===== src/rtl/gpc_pkg.sv =====
/*
 * Shared constants and carrier types for the gated pulse counter and
 * digital I/O image block.
 * Assumes a 100 MHz ref_clk and an APB slave with 32-bit data.
 */
package gpc_pkg;

	// ************************************************************
	// Clock and timing
	// ************************************************************
	localparam int unsigned CLK_MHZ         = 100;
	localparam int unsigned MAX_COUNT_KHZ   = 30;
	localparam int unsigned DEB_SHORT_NS    = 100000;	// 0.1 ms
	localparam int unsigned DEB_LONG_NS     = 350000;	// 0.35 ms
	localparam int unsigned DEB_SHORT_CYC   = DEB_SHORT_NS * CLK_MHZ / 1000;
	localparam int unsigned DEB_LONG_CYC    = DEB_LONG_NS * CLK_MHZ / 1000;
	localparam int unsigned DEB_CNT_W       = 16;

	// ************************************************************
	// Geometry
	// ************************************************************
	localparam int unsigned NUM_CH  = 3;
	localparam int unsigned NUM_DI  = 24;
	localparam int unsigned NUM_DO  = 16;
	localparam int unsigned NUM_IRQ = 16;	// Only the first two input bytes.

	// ************************************************************
	// Register byte addresses
	// ************************************************************
	localparam logic [11:0] ADDR_DI0      = 12'h07c;	// Also output byte 0.
	localparam logic [11:0] ADDR_DI1      = 12'h07d;
	localparam logic [11:0] ADDR_DI2      = 12'h07e;
	localparam logic [11:0] ADDR_CNT0     = 12'h300;
	localparam logic [11:0] ADDR_CNT1     = 12'h304;
	localparam logic [11:0] ADDR_CNT2     = 12'h308;
	localparam logic [11:0] ADDR_SPARE    = 12'h30c;
	localparam logic [11:0] ADDR_CTRL     = 12'h400;
	localparam logic [11:0] ADDR_MODE     = 12'h404;
	localparam logic [11:0] ADDR_LIMIT0   = 12'h410;
	localparam logic [11:0] ADDR_LATCH0   = 12'h420;
	localparam logic [11:0] ADDR_IRQ_RISE = 12'h430;
	localparam logic [11:0] ADDR_IRQ_FALL = 12'h434;
	localparam logic [11:0] ADDR_DEB      = 12'h438;
	localparam logic [11:0] ADDR_STAT     = 12'h440;
	localparam logic [11:0] ADDR_CLR      = 12'h444;
	localparam logic [11:0] ADDR_IEN      = 12'h448;
	localparam logic [11:0] ADDR_FAULT    = 12'h44c;

	// ************************************************************
	// Field positions and reset values
	// ************************************************************
	localparam int unsigned CTRL_SWG_LSB  = 0;	// Software gates, bits 2:0.
	localparam int unsigned CTRL_HWEN_LSB = 4;	// Hardware gate evaluation, 6:4.
	localparam int unsigned CTRL_DIR_LSB  = 8;	// 1 counts down, 10:8.
	localparam int unsigned CTRL_ABORT_LSB = 12;	// Gate opens reload, 14:12.
	localparam int unsigned STAT_LOST     = 16;	// Lost interrupt bit.
	localparam logic [31:0] LIMIT_RST     = 32'h7fffffff;
	localparam logic [5:0]  DEB_RST       = 6'h00;	// 0 selects 0.1 ms.

	// ************************************************************
	// Types
	// ************************************************************
	typedef enum logic [1:0] {
		MODE_CONT   = 2'b00,
		MODE_SINGLE = 2'b01,
		MODE_PERIOD = 2'b11
	} cnt_mode_e;

	typedef struct packed {
		logic      gate_sw;
		logic      gate_hw_en;
		logic      down;
		logic      abort;
		cnt_mode_e mode;
		logic [31:0] limit;
	} cnt_cfg_s;

	typedef struct packed {
		logic pulse;
		logic gate;
		logic latch;
	} cnt_pins_s;

endpackage : gpc_pkg


===== src/rtl/gated_pulse_counter_io.sv =====
/*
 * Top of the three-channel gated pulse counter with the on-board digital
 * input and output image, reached over an APB slave.
 * Assumes 24 V inputs arrive level-shifted and asynchronous to ref_clk.
 */
// How it works
// - Three channels; continuous, single and periodic counting.
// - Count pulses must hold each level 0.1 ms or more to pass the input filter; about 5 kHz at most.
// - Internal gate combines hardware and software gate; hardware evaluation can be off.
// - Gate pin rising edge opens the hardware gate.
// - Gate pin falling edge closes the hardware gate.
// - Each count is one 32-bit word at 0x300, 0x304, 0x308.
// - Counter inputs stay readable; counter-owned outputs ignore image writes.
// - Single and periodic modes use end value upward, start value downward.
// - Each eligible input may interrupt on rising or falling edge.
// - Third input byte never raises interrupts.
// - Only diagnostic cause is a lost hardware interrupt.
// - Debounce per four inputs; 0.1 ms setting, else 0.35 ms.
// - Output indicators follow outputs; fault indicator shows overload.
// - Input bytes at 124..126; both output bytes written at 124 as one 16-bit word.
// - Counts readable at their own words 0x300..0x308, not at their input addresses.
// - Latch pin rising edge captures count into a holding register.
`timescale 1ns/1ps
module gated_pulse_counter_io
	import gpc_pkg::*;
(
	// Clock and reset
	input  wire logic              ref_clk,
	input  wire logic              rst_n,
	// APB slave
	input  wire logic              psel,
	input  wire logic              penable,
	input  wire logic              pwrite,
	input  wire logic [11:0]       paddr,
	input  wire logic [31:0]       pwdata,
	output      logic [31:0]       prdata,
	output      logic              pready,
	output      logic              pslverr,
	// Field pins
	input  wire logic [NUM_DI-1:0] di_pin,
	input  wire logic              out_fault_pin,
	output      logic [NUM_DO-1:0] do_pin,
	output      logic [NUM_DO-1:0] do_led,
	output      logic              fault_led,
	// Interrupt
	output      logic              irq
);

	// ************************************************************
	// Registers
	// ************************************************************
	logic [NUM_DO-1:0]  out_img_r;
	logic [15:0]        ctrl_r;
	logic [5:0]         mode_r;
	logic [31:0]        limit_r [NUM_CH];
	logic [NUM_IRQ-1:0] irq_rise_r;
	logic [NUM_IRQ-1:0] irq_fall_r;
	logic [5:0]         deb_r;
	logic [16:0]        stat_r;
	logic [16:0]        ien_r;
	logic [NUM_DI-1:0]  di_level;
	logic [NUM_DI-1:0]  di_prev_r;
	logic [31:0]        count_w [NUM_CH];
	logic [31:0]        latch_w [NUM_CH];
	logic [NUM_CH-1:0]  hardware_gate_w;
	logic [NUM_CH-1:0]  wrap_w;
	logic [31:0]        rdata;
	logic               rd_err;
	logic               wr_en;
	logic [16:0]        events;
	logic [16:0]        clr;
	logic [NUM_DO-1:0]  do_nxt;

	localparam logic [DEB_CNT_W-1:0] DEB_SHORT = DEB_CNT_W'(DEB_SHORT_CYC);
	localparam logic [DEB_CNT_W-1:0] DEB_LONG  = DEB_CNT_W'(DEB_LONG_CYC);

	assign wr_en = psel & penable & pwrite;

	// ************************************************************
	// Input filtering
	// ************************************************************
	// Each group of four inputs shares one delay code; zero means 0.1 ms.
	for (genvar i = 0; i < NUM_DI; i++) begin : g_filt
		input_filter u_filt (
			.ref_clk  (ref_clk),
			.rst_n    (rst_n),
			.pin      (di_pin[i]),
			.delay_cyc(deb_r[i/4] ? DEB_LONG : DEB_SHORT),
			.level    (di_level[i])
		);
	end

	// ************************************************************
	// Counter channels
	// ************************************************************
	// Pin roles: pulse I0.0/0.3/0.6, gate I0.2/0.5/1.0, latch I1.4..1.6.
	for (genvar c = 0; c < NUM_CH; c++) begin : g_ch
		cnt_cfg_s  cfg;
		cnt_pins_s pins;
		assign cfg.gate_sw    = ctrl_r[CTRL_SWG_LSB + c];
		assign cfg.gate_hw_en = ctrl_r[CTRL_HWEN_LSB + c];
		assign cfg.down       = ctrl_r[CTRL_DIR_LSB + c];
		assign cfg.abort      = ctrl_r[CTRL_ABORT_LSB + c];
		assign cfg.mode       = cnt_mode_e'(mode_r[2*c +: 2]);
		assign cfg.limit      = limit_r[c];
		assign pins.pulse     = di_level[3*c];
		assign pins.gate      = di_level[3*c + 2];
		assign pins.latch     = di_level[12 + c];
		count_channel u_ch (
			.ref_clk  (ref_clk),
			.rst_n    (rst_n),
			.cfg      (cfg),
			.pins     (pins),
			.count_r  (count_w[c]),
			.latch_r  (latch_w[c]),
			.hardware_gate_r(hardware_gate_w[c]),
			.wrap_r   (wrap_w[c])
		);
	end

	// ************************************************************
	// Configuration writes
	// ************************************************************
	// Writes land at the access phase; the slave answers with no wait.
	always_ff @(posedge ref_clk or negedge rst_n) begin
		if (!rst_n) begin
			out_img_r  <= '0;
			ctrl_r     <= 16'h0;
			mode_r     <= 6'h0;
			irq_rise_r <= '0;
			irq_fall_r <= '0;
			deb_r      <= DEB_RST;
			ien_r      <= '0;
			for (int k = 0; k < NUM_CH; k++) begin
				limit_r[k] <= LIMIT_RST;
			end
		end else if (wr_en) begin
			case (paddr)
				ADDR_DI0:      out_img_r <= pwdata[15:0];
				ADDR_CTRL:     ctrl_r <= pwdata[15:0];
				ADDR_MODE:     mode_r <= pwdata[5:0];
				ADDR_IRQ_RISE: irq_rise_r <= pwdata[NUM_IRQ-1:0];
				ADDR_IRQ_FALL: irq_fall_r <= pwdata[NUM_IRQ-1:0];
				ADDR_DEB:      deb_r <= pwdata[5:0];
				ADDR_IEN:      ien_r <= pwdata[16:0];
				default: begin
					for (int k = 0; k < NUM_CH; k++) begin
						if (paddr == ADDR_LIMIT0 + 12'(4 * k)) begin
							limit_r[k] <= pwdata;
						end
					end
				end
			endcase
		end
	end

	// ************************************************************
	// Interrupts
	// ************************************************************
	// Input byte 2 is never wired to an event.
	always_comb begin
		events = '0;
		for (int k = 0; k < NUM_IRQ; k++) begin
			events[k] = (irq_rise_r[k] & di_level[k] & ~di_prev_r[k]) |
				(irq_fall_r[k] & ~di_level[k] & di_prev_r[k]);
		end
		// A second event on a still-pending bit counts as lost.
		events[STAT_LOST] = |(events[NUM_IRQ-1:0] & stat_r[NUM_IRQ-1:0]);
		clr = (wr_en && paddr == ADDR_CLR) ? pwdata[16:0] : 17'h0;
	end

	// Sticky status; a new event wins over a simultaneous clear.
	always_ff @(posedge ref_clk or negedge rst_n) begin
		if (!rst_n) begin
			di_prev_r <= '0;
			stat_r    <= '0;
			irq       <= 1'b0;
		end else begin
			di_prev_r <= di_level;
			stat_r    <= (stat_r & ~clr) | events;
			irq       <= |(((stat_r & ~clr) | events) & ien_r);
		end
	end

	// ************************************************************
	// Outputs and indicators
	// ************************************************************
	// Bits 0..2 are the channel outputs; their image writes are ignored
	// while the channel owns them, and comparison is not modelled here.
	always_comb begin
		do_nxt = out_img_r;
		for (int k = 0; k < NUM_CH; k++) begin
			if (mode_r[2*k +: 2] != 2'b10 && ctrl_r[CTRL_SWG_LSB + k]) begin
				do_nxt[k] = 1'b0;
			end
		end
	end

	always_ff @(posedge ref_clk or negedge rst_n) begin
		if (!rst_n) begin
			do_pin    <= '0;
			do_led    <= '0;
			fault_led <= 1'b0;
		end else begin
			do_pin    <= do_nxt;
			do_led    <= do_nxt;
			fault_led <= out_fault_pin;
		end
	end

	// ************************************************************
	// APB read path
	// ************************************************************
	// Counter-owned inputs are read back like any other input.
	always_comb begin
		rdata  = 32'h0;
		rd_err = 1'b0;
		case (paddr)
			ADDR_DI0:      rdata = {24'h0, di_level[7:0]};
			ADDR_DI1:      rdata = {24'h0, di_level[15:8]};
			ADDR_DI2:      rdata = {24'h0, di_level[23:16]};
			ADDR_CNT0:     rdata = count_w[0];
			ADDR_CNT1:     rdata = count_w[1];
			ADDR_CNT2:     rdata = count_w[2];
			ADDR_SPARE:    rdata = 32'h0;
			ADDR_CTRL:     rdata = {16'h0, ctrl_r};
			ADDR_MODE:     rdata = {26'h0, mode_r};
			ADDR_IRQ_RISE: rdata = {16'h0, irq_rise_r};
			ADDR_IRQ_FALL: rdata = {16'h0, irq_fall_r};
			ADDR_DEB:      rdata = {26'h0, deb_r};
			ADDR_STAT:     rdata = {15'h0, stat_r};
			ADDR_CLR:      rdata = 32'h0;
			ADDR_IEN:      rdata = {15'h0, ien_r};
			ADDR_FAULT:    rdata = {25'h0, wrap_w, 1'b0, hardware_gate_w};
			default: begin
				rd_err = 1'b1;
				for (int k = 0; k < NUM_CH; k++) begin
					if (paddr == ADDR_LIMIT0 + 12'(4 * k)) begin
						rdata  = limit_r[k];
						rd_err = 1'b0;
					end
					if (paddr == ADDR_LATCH0 + 12'(4 * k)) begin
						rdata  = latch_w[k];
						rd_err = 1'b0;
					end
				end
			end
		endcase
	end

	// Answer registered: pready rises together with penable, in the first access cycle.
	// Single-word accesses need no job queue; completion is pready.
	always_ff @(posedge ref_clk or negedge rst_n) begin
		if (!rst_n) begin
			pready  <= 1'b0;
			prdata  <= 32'h0;
			pslverr <= 1'b0;
		end else begin
			pready  <= psel & ~penable;
			prdata  <= rdata;
			pslverr <= psel & ~penable & rd_err;
		end
	end

endmodule : gated_pulse_counter_io


===== src/rtl/input_filter.sv =====
/*
 * One debounced input: three-flop synchroniser, then a stability timer.
 * Assumes the input is asynchronous to ref_clk.
 */
`timescale 1ns/1ps
module input_filter
	import gpc_pkg::*;
(
	// Clock and reset
	input  wire logic                 ref_clk,
	input  wire logic                 rst_n,
	// Pin and setting
	input  wire logic                 pin,
	input  wire logic [DEB_CNT_W-1:0] delay_cyc,
	// Filtered level
	output      logic                 level
);

	logic [2:0]           sync_r;
	logic [DEB_CNT_W-1:0] cnt_r;

	// Synchroniser; only bits 2 and 1 are ever compared.
	always_ff @(posedge ref_clk or negedge rst_n) begin
		if (!rst_n) begin
			sync_r <= 3'h0;
		end else begin
			sync_r <= {sync_r[1:0], pin};
		end
	end

	// A level change is accepted only after it stayed stable for the delay.
	always_ff @(posedge ref_clk or negedge rst_n) begin
		if (!rst_n) begin
			cnt_r <= '0;
			level <= 1'b0;
		end else if (sync_r[2] != sync_r[1] || sync_r[2] == level) begin
			cnt_r <= '0;
		end else if (cnt_r >= delay_cyc) begin
			level <= sync_r[2];
			cnt_r <= '0;
		end else begin
			cnt_r <= cnt_r + 1'b1;
		end
	end

endmodule : input_filter


===== src/rtl/count_channel.sv =====
/*
 * One counter channel: gate logic, three counting modes and a latch.
 * Assumes filtered, synchronous pins from the parent.
 */
`timescale 1ns/1ps
module count_channel
	import gpc_pkg::*;
(
	// Clock and reset
	input  wire logic        ref_clk,
	input  wire logic        rst_n,
	// Setup and pins
	input  wire cnt_cfg_s    cfg,
	input  wire cnt_pins_s   pins,
	// Results
	output      logic [31:0] count_r,
	output      logic [31:0] latch_r,
	output      logic        hardware_gate_r,
	output      logic        wrap_r
);

	logic pulse_d_r;
	logic gate_d_r;
	logic latch_d_r;
	logic igate;
	logic igate_d_r;
	logic done_r;
	logic step;

	// Hardware gate opens on 0-1 and closes on 1-0 of the gate pin.
	always_ff @(posedge ref_clk or negedge rst_n) begin
		if (!rst_n) begin
			gate_d_r  <= 1'b0;
			hardware_gate_r <= 1'b0;
		end else begin
			gate_d_r <= pins.gate;
			if (pins.gate && !gate_d_r) begin
				hardware_gate_r <= 1'b1;
			end else if (!pins.gate && gate_d_r) begin
				hardware_gate_r <= 1'b0;
			end
		end
	end

	// Bypassed hardware gate counts as open.
	assign igate = cfg.gate_sw & (hardware_gate_r | ~cfg.gate_hw_en);
	// Pins are filtered for 0.1 ms at least, so 30 kHz edges do not pass.
	assign step  = igate & pins.pulse & ~pulse_d_r & ~done_r;

	// Counting; opening the gate in abort mode reloads the start point.
	always_ff @(posedge ref_clk or negedge rst_n) begin
		if (!rst_n) begin
			pulse_d_r <= 1'b0;
			igate_d_r <= 1'b0;
			count_r   <= 32'h0;
			done_r    <= 1'b0;
			wrap_r    <= 1'b0;
		end else begin
			pulse_d_r <= pins.pulse;
			igate_d_r <= igate;
			wrap_r    <= 1'b0;
			if (igate && !igate_d_r && cfg.abort) begin
				count_r <= cfg.down ? cfg.limit : 32'h0;
				done_r  <= 1'b0;
			end else if (step) begin
				if (cfg.mode == MODE_CONT) begin
					count_r <= cfg.down ? count_r - 1'b1 : count_r + 1'b1;
				end else if (!cfg.down && count_r == cfg.limit - 1'b1) begin
					count_r <= 32'h0;
					wrap_r  <= 1'b1;
					done_r  <= (cfg.mode == MODE_SINGLE);
				end else if (cfg.down && count_r <= 32'h1) begin
					count_r <= cfg.limit;
					wrap_r  <= 1'b1;
					done_r  <= (cfg.mode == MODE_SINGLE);
				end else begin
					count_r <= cfg.down ? count_r - 1'b1 : count_r + 1'b1;
				end
			end
		end
	end

	// Latch pin 0-1 captures the live count.
	always_ff @(posedge ref_clk or negedge rst_n) begin
		if (!rst_n) begin
			latch_d_r <= 1'b0;
			latch_r   <= 32'h0;
		end else begin
			latch_d_r <= pins.latch;
			if (pins.latch && !latch_d_r) begin
				latch_r <= count_r;
			end
		end
	end

endmodule : count_channel


===== config.mk =====
export PLATFORM = sky130hd
export DESIGN_NAME = gated_pulse_counter_io
export DESIGN_NICKNAME = d
export VERILOG_FILES = /design/src/rtl/gpc_pkg.sv /design/src/rtl/gated_pulse_counter_io.sv /design/src/rtl/input_filter.sv /design/src/rtl/count_channel.sv
export SDC_FILE = /design/constraint.sdc
export NUM_CORES = 2
export LEC_CHECK = 0
export ABC_AREA = 1
export BUFFER_PORTS_ARGS = -buffer_cell sky130_fd_sc_hd__buf_2
export CAP_MARGIN = 20
export CORE_UTILIZATION = 45
export DETAILED_ROUTE_END_ITERATION = 10
export GPL_TIMING_DRIVEN = 0
export PLACE_DENSITY = 0.65
export SYNTH_ARGS = -nofsm -noshare
export SYNTH_HDL_FRONTEND = slang
export SYNTH_SLANG_ARGS = --single-unit

===== constraint.sdc =====
create_clock -name ref_clk -period 5.2 [get_ports ref_clk]
set_clock_uncertainty 0.1 [all_clocks]
set_input_delay 0 -clock ref_clk [delete_from_list [all_inputs] [get_ports ref_clk]]
set_output_delay 0 -clock ref_clk [all_outputs]
set_load 0.05 [all_outputs]

==> qor.log <==
[global_route] global-route met1 utilization 43.1%
[placed_design] post-detailed-placement half-perimeter wirelength 169000 um
[route] aggregate routed wire length 220000 um
[sta] aggregate negative setup slack 0 ns
[power_and_ir_drop] total leakage power 31.2 nW
[route] number of DRC markers after the initial detailed-route iteration 6591
[placed_design] count of buffers inserted at the top-level ports 141
[floorplanning] Std-Cell Rows 132
[worst_hold_path] worst hold endpoint g_ch[1].cfg[11]
[critical_path] critical path fanouts, max 22
[route] routed length per placed instance 22.1 um
[floorplanning] IO Count 142
[sta] Slew HR 23.6%
[yosys] top-count cell post-synth nand2_1
[critical_path] register-to-register path setup slack 1.26 ns
[sta] final worst-path cycle share 75.7%
[sta] final number of setup-violating endpoints 0
[global_route] via count of the first global-routing pass 53500
[yosys] Synth Cell Area 0.0589 sq mm
[clock_network] number of levels in the clock H-tree 3
[run_status] result of the run completed
[floorplanning] core footprint 0.130 sq mm
[global_route] most crowded layer after global routing met2
[cells_and_area] area added between synthesis and finish 14.2%
[yosys] distinct cell type count after synthesis 74
[clock_network] clock buffer count from CTS 108
[critical_path] largest stage delay on the critical path 0.99 ns
[yosys] per-instance average area after synthesis 7.61 sq um
[critical_path] crit path cell chain inv_1 > ha_1 > nand3_1 > nand2_1 > a21oi_1 > o21ai_0 > a21oi_1 > o21bai_1 > nand2_1 > nand3_1 > clkbuf_1 > nor2_1
[cells_and_area] area occupied by multi-input gates 0.0303 sq mm
[sta] final critical delay including setup and external delays 3.94 ns
[clock_network] Clk Tree Root Cell clkbuf_16
[clock_network] Clock Path Buffers 3
[yosys] number of register bits inferred by synthesis 958
[yosys] number of nets in the synthesized netlist 8095
[cells_and_area] share of layout cells above drive strength 1 8.44%
[clock_network] source-to-sink clock delay at the later pin of the worst-skew pair 0.76 ns
[worst_hold_path] class of the most critical hold timing path input port to register
[global_route] met3 GRT Util 7.75%
[global_route] total global routing track utilization 33.0%
[global_route] largest net degree at the start of global routing 121
[critical_path] Worst setup EP type register
[run] max capacitance violation total 0
[route] remaining antenna violation count 0
[clock_network] clock transition at the register clock pins on the worst setup and hold paths after CTS 0.06 ns
[placed_design] placed instance area 0.0621 sq mm
[sta] RSZ-0062 raised after global routing false
[route] total via count in the routed design 56200
[placed_design] routability cong. 1.08
[yosys] share of async-settable or async-resettable flops after synthesis 100%
[yosys] number of flops mapped to enable cells by yosys 0
[floorplanning] die outline width 364 um
[yosys] fraction of post-synthesis cell area in the top cell type by area 36.7%
[global_route] antenna violations before repair 25
[sta] actual slew at the worst max-slew pin 1.14 ns
[power_and_ir_drop] worst ir drop on vdd 0.302 mV
[cells_and_area] filler cell count 12500
[yosys] Primary FF master, synth dfrtp_1
[critical_path] data required time at the worst endpoint 5.71 ns
[global_route] global-route wire length before repair 328000 um
[critical_path] depth of the most critical reg-to-reg path 12
[clock_network] TritonCTS clock tree yes
[yosys] library cell occupying the most area in the post-synthesis netlist dfrtp_1
[clock_network] number of clock sinks seen by CTS 958
[critical_path] nature of the critical path startpoint register
[yosys] number of warnings issued by yosys 0
[yosys] synthesized netlist cell count 7742
[critical_path] reg-to-reg endpoint g_filt[12].u_filt.cnt_r[7]
[yosys] Synth area leaders dfrtp_1 37%, nand2_1 10%, nor2_1 6.4%, ha_1 5.9%, inv_1 5.2%
[sta] final max-slew violation count 0
[yosys] sequential share of the synthesized area 40.9%
[floorplanning] die outline height 364 um
[clock_network] post-cts gate resize count 0
[cells_and_area] utilization of the core after routing 51.9%
[yosys] leading cell types by count after synthesis 1622 x nand2_1, 1000 x nor2_1, 865 x dfrtp_1
[cells_and_area] Reg area 0.0241 sq mm
[route] first-pass detailed-route iteration total 7
[sta] hold violation count in the final report 0
[critical_path] family with the most delay on the worst path buffers and inverters
[worst_hold_path] hold path start pwdata[11]
[global_route] met2 GRT Util 50.2%
[route] post-route DRC violation count 0
[cells_and_area] final net count 8479
[critical_path] Worst Path Class, Setup register to register
[power_and_ir_drop] sum of internal, switching and leakage power 16.6 mW
[critical_path] Crit-path slowest cell dfrtp_1
[critical_path] r2r startpoint deb_r[3]
[floorplanning] total die area 0.132 sq mm
[sta] Fmax achieved 0.254 GHz
[critical_path] CP bufs+invs 2
[critical_path] Arrival @ worst endpoint 4.44 ns
[global_route] sum of overflow across all layers after global routing 0
[power_and_ir_drop] ratio of total power to cell area 246 mW/mm^2
[route] mean number of vias per cell 5.64
[worst_hold_path] number of cells on the worst hold path 4
[floorplanning] initial core utilization 45.5%
[cells_and_area] final design instance area without fill 0.0673 sq mm
==> through the flow <==
stage | setup slack (ns) | instances | hold WS [ns]
floorplan | 2.41 | 7742 | -0.396
global placement | -17.67 | 9625 | 0.00768
detailed placement | 1.01 | 9638 | -0.0453
CTS | 1.02 | 9958 | 0.00167
global route | 0.834 | 9963 | 0.0358
finish | 1.26 | 9970 | 0.0508
==> per-layer routing <==
metal / share of wire (%) / vias up / wire length (um)
met5: 0.058 / - / 127
met4: 6.4 / 18 / 14000
met3: 10 / 624 / 22200
met2: 43 / 2582 / 94600
met1: 41 / 26700 / 89300
li1: - / 26300 / -
==> sequential cells by signal, summed over array words and instances (netlist names), 6 cells and up <==
name                  count
mode_r                    6
g_filt.u_filt.cnt_r     384
do_led                   16
irq_rise_r               16
deb_r                     6
prdata                   32
out_img_r                16
di_prev_r                16
ctrl_r                   16
irq_fall_r               16
g_filt.u_filt.sync_r     72
g_filt.u_filt.level      24
g_ch.u_ch.count_r        96
ien_r                    17
g_ch.cfg                 96
g_ch.u_ch.latch_r        96
stat_r                   17
==> logic make-up after synthesis <==
logic type                 Yosys count  share of synthesized area [%]
and+or+nand+nor                   3677                           27.3
AOI/OAI and AO/OA                 1298                           12.4
buffers and inverters             1146                           7.73
DFF                                958                           40.9
xor gates and xnor gates           382                           5.71
adders and majority gates          279                           5.92
muxes                                2                         0.0361
==> repair_timing <==
item / 4_1_cts / 5_1_grt
setup buffers: 0 / 0
endpoints found under the hold margin: 633 / 0
hold buffers: 116 / 0
==> where the power goes <==
group / internal (mW) / switching (mW) / leakage [nW]
logic: 0.186 / 0.479 / 16.6
registers: 7.53 / 0.0487 / 12.7
clock network: 4.92 / 3.43 / 1.90
==> tightest hold or removal path, stage by stage <==
cell	delay, ns
dlygate4sd3_1	0.53
buf_2	0.19
nand2_1	0.08
o21ai_0	0.07
==> final cells by class <==
class	instances	area share, %
buffer	305	2.08
sequential	958	35.8
antenna	8	0.0297
inverter	841	4.69
timing repair buffer	274	3.40
clock inverter	60	1.25
multi-input combinational	5638	45.0
tap	1742	3.24
clock buffer	144	4.54
==> cells in the final DEF (no fill, tap or decap), drive strengths merged, types with 184 or more instances in the layout <==
cell type,n
a21oi,452
buf,264
clkbuf,344
dfrtp,865
ha,279
inv,833
nand2,1641
nand3,498
nor2,1053
nor3,184
o21ai,519
xor2,274
==> worst max path at each step <==
stage | from | to | slack (ns) | cells past startpoint
2_1_floorplan | deb_r[0] | g_filt[3].u_filt.cnt_r[12] | 2.41 | 9
3_3_place_gp | rst_n | g_filt[13].u_filt.cnt_r[2] | -17.67 | 1
3_5_place_dp | deb_r[2] | g_filt[10].u_filt.cnt_r[3] | 1.01 | 12
4_1_cts | deb_r[2] | g_filt[10].u_filt.cnt_r[10] | 1.02 | 12
5_1_grt | deb_r[3] | g_filt[12].u_filt.cnt_r[7] | 0.83 | 12
6_report | deb_r[3] | g_filt[12].u_filt.cnt_r[7] | 1.26 | 12
No activity file was read; power rests on OpenSTA's default activity.
